### config.mk
export PLATFORM = sky130hd
export DESIGN_NAME = sync_serial_error_flags
export DESIGN_NICKNAME = d
export VERILOG_FILES = /design/src/rtl/ssp_pkg.sv /design/src/rtl/link_sync.sv /design/src/rtl/bit_shifter.sv /design/src/rtl/sync_serial_error_flags.sv
export SDC_FILE = /design/constraint.sdc
export NUM_CORES = 1
export LEC_CHECK = 0
export BUFFER_PORTS_ARGS = -buffer_cell sky130_fd_sc_hd__clkbuf_2
export CAP_MARGIN = 15
export CORE_ASPECT_RATIO = 1.4
export CORE_MARGIN = 5
export CORE_UTILIZATION = 48
export CTS_CLUSTER_SIZE = 14
export DETAILED_ROUTE_END_ITERATION = 10
export PLACE_DENSITY = 0.75
export SKIP_CTS_REPAIR_TIMING = 1
export SLEW_MARGIN = 20
export SYNTH_ARGS = -nofsm -noshare
export SYNTH_HDL_FRONTEND = slang
export SYNTH_HIERARCHICAL = 1
export SYNTH_SLANG_ARGS = --single-unit
### constraint.sdc
create_clock -name i_clk -period 2.15 [get_ports i_clk]
set_input_delay 0.1075 -clock i_clk [delete_from_list [all_inputs] [get_ports i_clk]]
set_output_delay 0.1075 -clock i_clk [all_outputs]
set_load 0.005 [all_outputs]
### src/rtl/ssp_pkg.sv
package ssp_pkg;
  localparam int unsigned ADDR_W     = 8;
  localparam int unsigned DATA_W     = 8;
  localparam logic [7:0] CTRL_OFFSET = 8'h14;
  localparam logic [7:0] DATA_OFFSET = 8'h18;
  localparam logic [7:0] STAT_OFFSET = 8'h1c;
  localparam logic [7:0] MASK_OFFSET = 8'h20;
  localparam logic [7:0] CTRL_RESET  = 8'h00;
  localparam logic [7:0] DATA_RESET  = 8'h00;
  localparam logic [2:0] IRQ_RESET   = 3'h0;
  localparam int unsigned WRITE_COLLISION_FLAG_POS   = 7;
  localparam int unsigned OVF_POS    = 6;
  localparam int unsigned EN_POS     = 5;
  localparam int unsigned CKP_POS    = 4;
  localparam int unsigned MODE_MSB   = 3;
  localparam int unsigned IRQ_W      = 3;
  localparam int unsigned IRQ_RX_POS = 0;
  localparam int unsigned IRQ_OV_POS = 1;
  localparam int unsigned IRQ_WC_POS = 2;
  localparam logic [3:0] MODE_M_DIV4  = 4'h0;
  localparam logic [3:0] MODE_M_DIV16 = 4'h1;
  localparam logic [3:0] MODE_M_DIV64 = 4'h2;
  localparam logic [3:0] MODE_M_TMR   = 4'h3;
  localparam logic [3:0] MODE_S_SEL   = 4'h4;
  localparam logic [3:0] MODE_S_FREE  = 4'h5;
  localparam logic [3:0] MODE_I2C_A7  = 4'h6;
  localparam logic [3:0] MODE_I2C_A10 = 4'h7;
  localparam logic [3:0] MODE_I2C_FW  = 4'hb;
  localparam logic [3:0] MODE_I2C_A7I = 4'he;
  localparam logic [3:0] MODE_I2C_A10I = 4'hf;
  localparam logic [6:0] HALF_DIV4   = 7'h02;
  localparam logic [6:0] HALF_DIV16  = 7'h08;
  localparam logic [6:0] HALF_DIV64  = 7'h20;
  localparam logic [6:0] HALF_TMR    = 7'h40;
  localparam logic [3:0] LAST_EDGE   = 4'hf;

  typedef enum logic {M_IDLE, M_RUN} master_state_type;

  function automatic logic is_spi_master(input logic [3:0] mode);
    return mode <= MODE_M_TMR;
  endfunction

  function automatic logic is_spi_slave(input logic [3:0] mode);
    return (mode == MODE_S_SEL) || (mode == MODE_S_FREE);
  endfunction

  function automatic logic is_i2c(input logic [3:0] mode);
    return (mode == MODE_I2C_A7) || (mode == MODE_I2C_A10) || (mode == MODE_I2C_FW)
        || (mode == MODE_I2C_A7I) || (mode == MODE_I2C_A10I);
  endfunction

  function automatic logic [6:0] half_period(input logic [3:0] mode);
    return (mode == MODE_M_DIV4) ? HALF_DIV4 : (mode == MODE_M_DIV16) ? HALF_DIV16 :
           (mode == MODE_M_DIV64) ? HALF_DIV64 : HALF_TMR;
  endfunction
endpackage

### src/rtl/link_sync.sv
`timescale 1ns/10ps
`default_nettype none
module link_sync #(
  parameter int unsigned W = 3
) (
  input  wire logic         i_clk,
  input  wire logic         i_sys_rst,
  input  wire logic [W-1:0] i_async,
  output logic      [W-1:0] o_level,
  output logic      [W-1:0] o_rise,
  output logic      [W-1:0] o_fall
);
  logic [W-1:0] meta_q;
  logic [W-1:0] sync_q;
  logic [W-1:0] prev_q;

  always_ff @(posedge i_clk)
  begin
    if (i_sys_rst)
    begin
      meta_q <= '0;
      sync_q <= '0;
      prev_q <= '0;
    end
    else
    begin
      meta_q <= i_async;
      sync_q <= meta_q;
      prev_q <= sync_q;
    end
  end

  // Edges only from the second stage onward
  assign o_level = sync_q;
  assign o_rise  = sync_q & ~prev_q;
  assign o_fall  = ~sync_q & prev_q;
endmodule // link_sync
`default_nettype wire

### src/rtl/bit_shifter.sv
`timescale 1ns/10ps
`default_nettype none
module bit_shifter #(
  parameter int unsigned W = 8
) (
  input  wire logic         i_clk,
  input  wire logic         i_sys_rst,
  input  wire logic         i_clr,
  input  wire logic         i_load,
  input  wire logic [W-1:0] i_load_data,
  input  wire logic         i_shift,
  input  wire logic         i_bit,
  output logic              o_msb,
  output logic              o_busy,
  output logic              o_done,
  output logic      [W-1:0] o_data
);
  localparam int unsigned CW = $clog2(W + 1);
  localparam logic [CW-1:0] LAST = CW'(W - 1);
  localparam logic [CW-1:0] ONE  = {{(CW-1){1'b0}}, 1'b1};

  logic [W-1:0]  sr_q;
  logic [CW-1:0] count_q;
  logic          done_q;

  always_ff @(posedge i_clk)
  begin
    if (i_sys_rst || i_clr)
    begin
      sr_q    <= '0;
      count_q <= '0;
      done_q  <= 1'b0;
    end
    else if (i_load)
    begin
      sr_q    <= i_load_data;
      count_q <= '0;
      done_q  <= 1'b0;
    end
    else
    begin
      done_q <= i_shift && (count_q == LAST);
      if (i_shift)
      begin
        sr_q    <= {sr_q[W-2:0], i_bit};
        count_q <= (count_q == LAST) ? '0 : count_q + ONE;
      end
    end
  end

  assign o_msb  = sr_q[W-1];
  assign o_busy = count_q != '0;
  assign o_done = done_q;
  assign o_data = sr_q;
endmodule // bit_shifter
`default_nettype wire

### src/rtl/sync_serial_error_flags.sv
`timescale 1ns/10ps
`default_nettype none
module sync_serial_error_flags
  import ssp_pkg::*;
(
  input  wire logic              i_clk,
  input  wire logic              i_sys_rst,
  input  wire logic [ADDR_W-1:0] i_address,
  input  wire logic              i_read,
  input  wire logic              i_write,
  input  wire logic [31:0]       i_writedata,
  output logic      [31:0]       o_readdata,
  output logic                   o_waitrequest,
  input  wire logic              i_sck,
  input  wire logic              i_sdi,
  input  wire logic              i_ss_n,
  output logic                   o_sck,
  output logic                   o_sck_oe_n,
  output logic                   o_sdo,
  output logic                   o_sdo_oe_n,
  output logic                   o_irq
);
  logic             write_collision_flag_q, ovf_q, en_q, ckp_q;
  logic [3:0]       mode_q;
  logic [DATA_W-1:0] buf_q;
  logic             buf_full_q;
  logic [IRQ_W-1:0] stat_q, mask_q, stat_d;
  logic             wait_q;
  logic [31:0]      rdata_q, rdata_d;
  master_state_type mstate_q;
  logic [6:0]       div_q;
  logic [3:0]       edge_cnt_q;
  logic             sck_q, in_bit_q, skip_ack_q;
  logic             sck_oe_n_q, sdo_q, sdo_oe_n_q, irq_q;

  logic [2:0] pin_level, pin_rise, pin_fall;
  logic       sh_msb, sh_busy, sh_done;
  logic [DATA_W-1:0] sh_data;

  link_sync #(.W(3)) u_sync (
    .i_clk     (i_clk),
    .i_sys_rst (i_sys_rst),
    .i_async   ({i_ss_n, i_sdi, i_sck}),
    .o_level   (pin_level),
    .o_rise    (pin_rise),
    .o_fall    (pin_fall)
  );

  wire sck_s  = pin_level[0];
  wire sdi_s  = pin_level[1];
  wire ss_n_s = pin_level[2];
  wire sck_rise = pin_rise[0];
  wire sck_fall = pin_fall[0];
  wire sdi_fall = pin_fall[1];

  // Bus decode
  wire req      = i_read || i_write;
  wire accept   = req && !wait_q;
  wire sel_ctrl = i_address == CTRL_OFFSET;
  wire sel_data = i_address == DATA_OFFSET;
  wire sel_stat = i_address == STAT_OFFSET;
  wire sel_mask = i_address == MASK_OFFSET;
  wire wr_ctrl  = accept && i_write && sel_ctrl;
  wire wr_data  = accept && i_write && sel_data;
  wire wr_stat  = accept && i_write && sel_stat;
  wire wr_mask  = accept && i_write && sel_mask;
  wire rd_data  = accept && i_read && sel_data;
  wire [7:0] ctrl_byte = {write_collision_flag_q, ovf_q, en_q, ckp_q, mode_q};

  // Mode decode
  wire spi_master = en_q && is_spi_master(mode_q);
  wire spi_slave  = en_q && is_spi_slave(mode_q);
  wire i2c_on     = en_q && is_i2c(mode_q);
  wire ss_block   = (mode_q == MODE_S_SEL) && ss_n_s;
  wire m_run      = mstate_q == M_RUN;

  // Master clock generation
  wire tick    = m_run && (div_q == 7'h00);
  wire m_lead  = tick && !edge_cnt_q[0];
  wire m_trail = tick && edge_cnt_q[0];
  wire m_end   = m_trail && (edge_cnt_q == LAST_EDGE);

  // Slave and I2C edges
  wire s_lead    = spi_slave && !ss_block && (ckp_q ? sck_fall : sck_rise);
  wire s_trail   = spi_slave && !ss_block && (ckp_q ? sck_rise : sck_fall);
  wire i2c_start = i2c_on && sdi_fall && sck_s;
  wire i2c_shift = i2c_on && sck_rise && !skip_ack_q && !i2c_start;

  // Write handling; master starts only on a buffer write
  wire busy      = m_run || ((spi_slave || i2c_on) && sh_busy);
  wire col_event = wr_data && busy;
  wire m_start   = wr_data && spi_master && !m_run;
  wire s_load    = wr_data && (spi_slave || i2c_on) && !sh_busy;

  // A ninth I2C clock carries the acknowledge, not data
  wire sh_clr   = !en_q || ss_block || i2c_start || (spi_master && !m_run && !m_start);
  wire sh_shift = m_trail || s_trail || i2c_shift;
  wire sh_bit   = i2c_on ? sdi_s : in_bit_q;

  bit_shifter #(.W(DATA_W)) u_shift (
    .i_clk       (i_clk),
    .i_sys_rst   (i_sys_rst),
    .i_clr       (sh_clr),
    .i_load      (m_start || s_load),
    .i_load_data (i_writedata[DATA_W-1:0]),
    .i_shift     (sh_shift),
    .i_bit       (sh_bit),
    .o_msb       (sh_msb),
    .o_busy      (sh_busy),
    .o_done      (sh_done),
    .o_data      (sh_data)
  );

  // Only slave and I2C bytes count; an SPI master transfer leaves the flag alone
  wire unread    = buf_full_q && !rd_data;
  wire ovf_event = sh_done && unread && (spi_slave || i2c_on);
  wire load_buf  = sh_done && !ovf_event;

  assign stat_d = ({col_event, ovf_event, load_buf}) |
                  (stat_q & ~(wr_stat ? i_writedata[IRQ_W-1:0] : IRQ_RESET));

  assign rdata_d = sel_ctrl ? {24'h000000, ctrl_byte} :
                   sel_data ? {24'h000000, buf_q} :
                   sel_stat ? {29'h00000000, stat_q} :
                   sel_mask ? {29'h00000000, mask_q} : 32'h00000000;

  // Control register; a hardware set wins over a software clear
  always_ff @(posedge i_clk)
  begin
    if (i_sys_rst)
    begin
      {write_collision_flag_q, ovf_q, en_q, ckp_q, mode_q} <= CTRL_RESET;
    end
    else
    begin
      write_collision_flag_q <= col_event || (wr_ctrl ? i_writedata[WRITE_COLLISION_FLAG_POS] : write_collision_flag_q);
      ovf_q  <= ovf_event || (wr_ctrl ? i_writedata[OVF_POS] : ovf_q);
      if (wr_ctrl)
      begin
        en_q   <= i_writedata[EN_POS];
        ckp_q  <= i_writedata[CKP_POS];
        mode_q <= i_writedata[MODE_MSB:0];
      end
    end
  end

  // Data buffer; a read frees it for the next byte
  always_ff @(posedge i_clk)
  begin
    if (i_sys_rst)
    begin
      buf_q      <= DATA_RESET;
      buf_full_q <= 1'b0;
    end
    else
    begin
      if (load_buf)
      begin
        buf_q <= sh_data;
      end
      buf_full_q <= load_buf || (buf_full_q && !rd_data);
    end
  end

  // Bus slave: one wait cycle, then the answer
  always_ff @(posedge i_clk)
  begin
    if (i_sys_rst)
    begin
      wait_q  <= 1'b1;
      rdata_q <= 32'h00000000;
    end
    else
    begin
      wait_q <= !(req && wait_q);
      if (req && wait_q)
      begin
        rdata_q <= rdata_d;
      end
    end
  end

  always_ff @(posedge i_clk)
  begin
    if (i_sys_rst)
    begin
      stat_q <= IRQ_RESET;
      mask_q <= IRQ_RESET;
      irq_q  <= 1'b0;
    end
    else
    begin
      stat_q <= stat_d;
      mask_q <= wr_mask ? i_writedata[IRQ_W-1:0] : mask_q;
      irq_q  <= |(stat_q & mask_q);
    end
  end

  // Master sequencer
  always_ff @(posedge i_clk)
  begin
    if (i_sys_rst)
    begin
      mstate_q   <= M_IDLE;
      div_q      <= 7'h00;
      edge_cnt_q <= 4'h0;
      sck_q      <= 1'b0;
    end
    else
    begin
      case (mstate_q)
        M_IDLE:
        begin
          sck_q      <= ckp_q;
          edge_cnt_q <= 4'h0;
          div_q      <= half_period(mode_q) - 7'h01;
          if (m_start)
          begin
            mstate_q <= M_RUN;
          end
        end
        M_RUN:
        begin
          if (!spi_master || m_end)
          begin
            mstate_q <= M_IDLE;
          end
          if (tick)
          begin
            div_q      <= half_period(mode_q) - 7'h01;
            sck_q      <= !sck_q;
            edge_cnt_q <= edge_cnt_q + 4'h1;
          end
          else
          begin
            div_q <= div_q - 7'h01;
          end
        end
        default:
        begin
          mstate_q <= M_IDLE;
        end
      endcase
    end
  end

  // Input bit caught on the leading edge, shifted in on the trailing one
  always_ff @(posedge i_clk)
  begin
    if (i_sys_rst)
    begin
      in_bit_q   <= 1'b0;
      skip_ack_q <= 1'b0;
    end
    else
    begin
      if (m_lead || s_lead)
      begin
        in_bit_q <= sdi_s;
      end
      if (i2c_start || !i2c_on)
      begin
        skip_ack_q <= 1'b0;
      end
      else if (sh_done)
      begin
        skip_ack_q <= 1'b1;
      end
      else if (sck_rise)
      begin
        skip_ack_q <= 1'b0;
      end
    end
  end

  // Pin outputs; enables are low while driving
  always_ff @(posedge i_clk)
  begin
    if (i_sys_rst)
    begin
      sck_oe_n_q <= 1'b1;
      sdo_q      <= 1'b0;
      sdo_oe_n_q <= 1'b1;
    end
    else
    begin
      sck_oe_n_q <= !spi_master;
      sdo_q      <= sh_msb;
      sdo_oe_n_q <= !(spi_master || (spi_slave && !ss_block));
    end
  end

  assign o_readdata    = rdata_q;
  assign o_waitrequest = wait_q;
  assign o_sck         = sck_q;
  assign o_sck_oe_n    = sck_oe_n_q;
  assign o_sdo         = sdo_q;
  assign o_sdo_oe_n    = sdo_oe_n_q;
  assign o_irq         = irq_q;
endmodule // sync_serial_error_flags
`default_nettype wire

* Word level (Yosys, flattened, before mapping)
Cells that the tools add are included.
** Cells by class
- $lt $le $gt $ge :: 1
- Muxes and demuxes :: 27
- Bitwise operators :: 9
- Equality and inequality tests :: 16
- Reductions and logical operators :: 84
- Add/subtract/negate cells :: 4
** Operators with widths (number)
- $logic_and 1x1->1 :: 38
- $mux 8 :: 4
- $mux 7 :: 4
- $eq 8x5->1 const B :: 3
- $logic_or 1x1->1 :: 22
- $eq 4x3->1 const B :: 5
- $eq 4x4->1 const B :: 4
- $logic_not 1->1 :: 16
- $pmux 7 s2 :: 1
- $sub 7x1->7 const B :: 2
- $mux 1 :: 10
- $mux 3 :: 3
- $add 4x1->4 const B :: 2
- $eq 8x6->1 const B :: 1
- $mux 4 :: 2
- $pmux 4 s2 :: 1
- $logic_not 7->1 :: 1
- $and 3x3->3 :: 2
- $eq 4x1->1 const B :: 1
- $eq 4x2->1 const B :: 1
- $le 4x2->1 const B :: 1
- $logic_not 4->1 :: 1
- $pmux 1 s2 :: 2
- $reduce_bool 2->1 :: 2
- other kinds (10) :: 12
** Word-level totals
- Word-level logic and storage cells :: 168
- Output and inout port bits :: 38
- Register bits :: 96
- Bits of input ports :: 47

* Longest topological paths before layout
- Depth after elaboration :: 13
- Gate-level depth with buffers :: 10
- Depth with buffers taken out :: 8

* Hierarchy
Netlist, hierarchy kept.
** By module, submodules not included
- sync_serial_error_flags :: area each 2671.3 um^2, times used 1, cells an instance 304
- bit_shifter :: area each 648.1 um^2, times used 1, cells an instance 64
- link_sync :: area each 274.0 um^2, times used 1, cells an instance 24

* Least setup slack after synthesis
OpenSTA, ideal clock, no wires.
- Path type :: register -> register
- From :: register mode_q[2]
- To :: register u_shift.sr_q[6], in the netlist u_shift/o_data[6]
- Library setup time :: 0.124 ns
- Arrival :: 2.111 ns
- Path slack :: -0.086 ns
- Stages on the path, launching flop included :: 9
- Cells stage by stage :: dfxtp_1 > clkdlybuf4s15_2 > nand2b_1 > or4b_1 > o221ai_1 > buf_4 > mux2_2 > mux2i_1 > nor2_1
** On the way
- Word-level cells in the longest chain between the ends :: 12
- Elaborated cells between the ends (all ways) :: 43
- Those cells by class :: 1 x order compare; 7 x eq/ne; 1 x mux; 34 x reduce/logical
** RTL lines
- start, declared :: line sync_serial_error_flags.sv:24 : logic [3:0] mode_q;
- start signal, assigned :: line sync_serial_error_flags.sv:142 : mode_q <= i_writedata[MODE_MSB:0];
- $eq 4x3->1 :: line ssp_pkg.sv:48 : return (mode == MODE_I2C_A7) || (mode == MODE_I2C_A10) || (mode == MODE_I2C_FW)
- $logic_or 1x1->1 (2 in a row) :: line ssp_pkg.sv:48
- $logic_or 1x1->1 (2 in a row) :: line ssp_pkg.sv:49 : || (mode == MODE_I2C_A7I) || (mode == MODE_I2C_A10I);
- $logic_and 1x1->1 :: line sync_serial_error_flags.sv:73 : wire i2c_on = en_q && is_i2c(mode_q);
- $logic_and 1x1->1 (2 in a row) :: line sync_serial_error_flags.sv:86 : wire i2c_start = i2c_on && sdi_fall && sck_s;
- $logic_not 1->1 :: line sync_serial_error_flags.sv:87 : wire i2c_shift = i2c_on && sck_rise && !skip_ack_q && !i2c_start;
- $logic_and 1x1->1 :: line sync_serial_error_flags.sv:87
- $logic_or 1x1->1 (*) :: line sync_serial_error_flags.sv:97 : wire sh_shift = m_trail || s_trail || i2c_shift;
- via sh_shift :: line sync_serial_error_flags.sv:97
- $reduce_bool 2->1 (no source line) (*)
- end signal, assigned :: line bit_shifter.sv:36 : sr_q <= i_load_data;
- end signal, assigned :: line bit_shifter.sv:45 : sr_q <= {sr_q[W-2:0], i_bit};
- end, declared :: line bit_shifter.sv:22 : logic [W-1:0] sr_q;
Mark *: on every way through the listed nets, which the timed path passes. The rest lies on a longest branch.
A chain may end at the register's enable or synchronous reset.

* Final worst setup path
- From :: register mode_q[3]
- To :: register u_shift.sr_q[0], in the netlist u_shift/o_data[0]
Same word-level chain as after synthesis.

==> summary.md <==
| Metric | Value |
|---|---|
| Outcome | `complete, no violations` |
| Worst slew pin tran | `0.601 ns` |
| Cell Area, Synth | `between 3000 and 4000 um^2` |
| Fillers | `637` |
| Register Area | `~1500 um^2` |
| Most frequent cells in the layout | `dfxtp_1, nand2_1, clkbuf_2, nor2_1, mux2i_1` |
| # setup viols final | `0` |
| Reg2reg setup slack | `0.04 ns` |
| Slew HR | `59.7%` |
| R2R cell count | `7` |
| Initial Utilization | `between 40 and 50%` |
| Final GP Congestion | `about 0.8` |
| Startpoint types | `flop` |
| Number of detailed-route iterations in the first pass | `4` |
| # port buffers | `36` |
| Detailed Place HPWL | `5580 um` |
| Worst-Skew Late Latency | `0.36 ns` |
| Post-layout util | `57.0%` |
| CTS Buffer Depth | `2` |
| Worst Hold End | `mode_q[3]$_SDFFE_PP0P_` |
| RSZ-0062 raised after global routing | `yes` |
| Setup CP Type | `reg -> reg` |
| Via density | `5.11` |
| # IOs | `85` |
| Max Fclk | `between 400 and 500 MHz` |
| Clk sinks | `72` |
| Core area | `a little over 7000 um^2` |
| Initial antenna violation count | `0` |
| WHS Path Cells | `3` |
| Post-route DRC | `0` |
| DR iter-0 viols | `167` |
| Die area | `9240 um^2` |
| Congestion Overflow GR | `0` |
| RR Startpoint | `mode_q[3]$_SDFFE_PP0P_` |
| Leakage | `between 1.5 and 2 nW` |
| Chip Width | `~83 um` |
| Nets | `between 400 and 500` |
| Via count | `between 2000 and 3000` |
| H-tree Lvls | `3` |
| Hold Path Origin | `i_writedata[3]` |
| Tcrit/Tclk final | `98.2%` |
| Clk_skew | `between 0.01 and 0.015 ns` |
| Gate Count Post-Synth | `387` |
| Placed Area | `3780 um^2` |
| Share of cells above drive strength 1 | `23.5%` |
| Area Overhead vs Synth | `16.9%` |
| Final Cell Area | `slightly above 4000 um^2` |
| Max-cap violations | `0` |
| Synth warn | `6` |
| Placement row count | `37` |
| WL/cell | `13.9 um` |
| Footprint of the multi-input gates | `1900 um^2` |
| Vias in the first global route | `2601` |
| R2r endpoint | `u_shift/o_data[0]$_SDFFE_PP0P_` |
| DRT Wirelength | `7510 um` |
| Largest net degree at the start of global routing | `26` |
| CTS Buf Count | `9` |
| Most common cell after layout, fill and taps aside | `dfxtp_1` |
| Min cycle time layout | `2.11 ns` |
| Crit path max fanout | `6` |
| First-pass GRT wire length | `12100 um` |
| Crit end category | `flop` |
| Height of the die | `around 110 um` |
| CP Data Required Time | `2.40 ns` |
| Pre-CTS setup slack | `-0.0173 ns` |
| Crit path arrival time | `2.36 ns` |
| Max VDD drop | `0.000316 V` |
| Clock Root Buffer | `clkbuf_8` |
| N_diodes | `0` |
| HP Class | `in -> reg` |
| CTS tree | `built` |
| Routed Antenna Nets | `0` |
| Final hold violations | `0` |
| Max Slew Vio Count | `0` |
| Synthesized area per cell | `between 9 and 10 um^2` |
| Final WS setup | `0.0385 ns` |
| GR Util All Layers | `17.1%` |
| Power per cell area | `around 640 nW/um^2` |
| Clock-pin slew on the worst setup and hold paths | `around 0.07 ns` |
-- state kept, by name, indices dropped and copies added (netlist names), 2 cells and up --
signal           cells
stat_q               3
u_shift/o_data       8
u_sync/o_level       3
mode_q               4
buf_q                8
u_sync/prev_q        2
u_sync/meta_q        3
edge_cnt_q           4
div_q                7
o_readdata           8
u_shift/count_q      4
mask_q               3
-- critical path, stage by stage, from the launching register on --
cell and delay, ns:
dfxtp_4 0.35, nand2b_4 0.14, or4b_4 0.55, o221ai_4 0.27, buf_12 0.16, mux2_1 0.32
mux2i_1 0.15, nor2_1 0.06
-- worst max path at each step --
stage	startpoint	to	slack, ns	cells after the start
3_5_place_dp	mode_q[0]$_SDFFE_PP0P_	u_shift/o_data[2]$_SDFFE_PP0P_	-0.02	7
4_1_cts	mode_q[0]$_SDFFE_PP0P_	u_shift/o_data[2]$_SDFFE_PP0P_	-0.04	7
2_1_floorplan	mode_q[2]$_SDFFE_PP0P_	u_shift/o_data[6]$_SDFFE_PP0P_	0.02	8
5_1_grt	mode_q[3]$_SDFFE_PP0P_	u_shift/count_q[3]$_SDFFE_PP0P_	-0.03	7
3_3_place_gp	mode_q[0]$_SDFFE_PP0P_	u_shift/o_data[2]$_SDFFE_PP0P_	0.04	7
6_report	mode_q[3]$_SDFFE_PP0P_	u_shift/o_data[0]$_SDFFE_PP0P_	0.04	7
-- stage by stage --
step | total power, mW | hold WS (ns) | cells | setup TNS (ns)
2_1_floorplan | 1.49 | 0.179 | 410 | 0
3_3_place_gp | 1.52 | 0.315 | 516 | 0
3_5_place_dp | 1.52 | 0.322 | 516 | -0.0173
4_1_cts | 2.69 | -0.0542 | 532 | -0.200
5_1_grt | 2.77 | 0.0408 | 539 | -0.184
6_report | 2.67 | 0.0182 | 539 | 0
-- power by group --
| part | switching [mW] | internal, mW | total, mW |
|---|---|---|---|
| Clock | 0.492 | 0.683 | 1.18 |
| Sequential | 0.00613 | 1.34 | 1.35 |
| Combinational | 0.0895 | 0.0560 | 0.145 |
| Total | 0.588 | 2.08 | 2.67 |
-- cell type report --
class | count | area share, %
clock inverters | 5 | 1.93
repair buffers | 59 | 9.41
multi-input cells | 279 | 45.9
well taps | 97 | 2.93
clock buffers | 11 | 3.41
inverters | 16 | 1.45
flip-flops and latches | 72 | 35.0
-- per-layer routing --
| metal | track usage (%) | share of wire, % |
|---|---|---|
| met2 | 27.7 | 51 |
| met3 | 4.77 | 5.2 |
| met4 | 8.72 | 2.7 |
| met5 | 0 | 0 |
| met1 | 20.2 | 41 |
(Power assumes the default switching activity.)
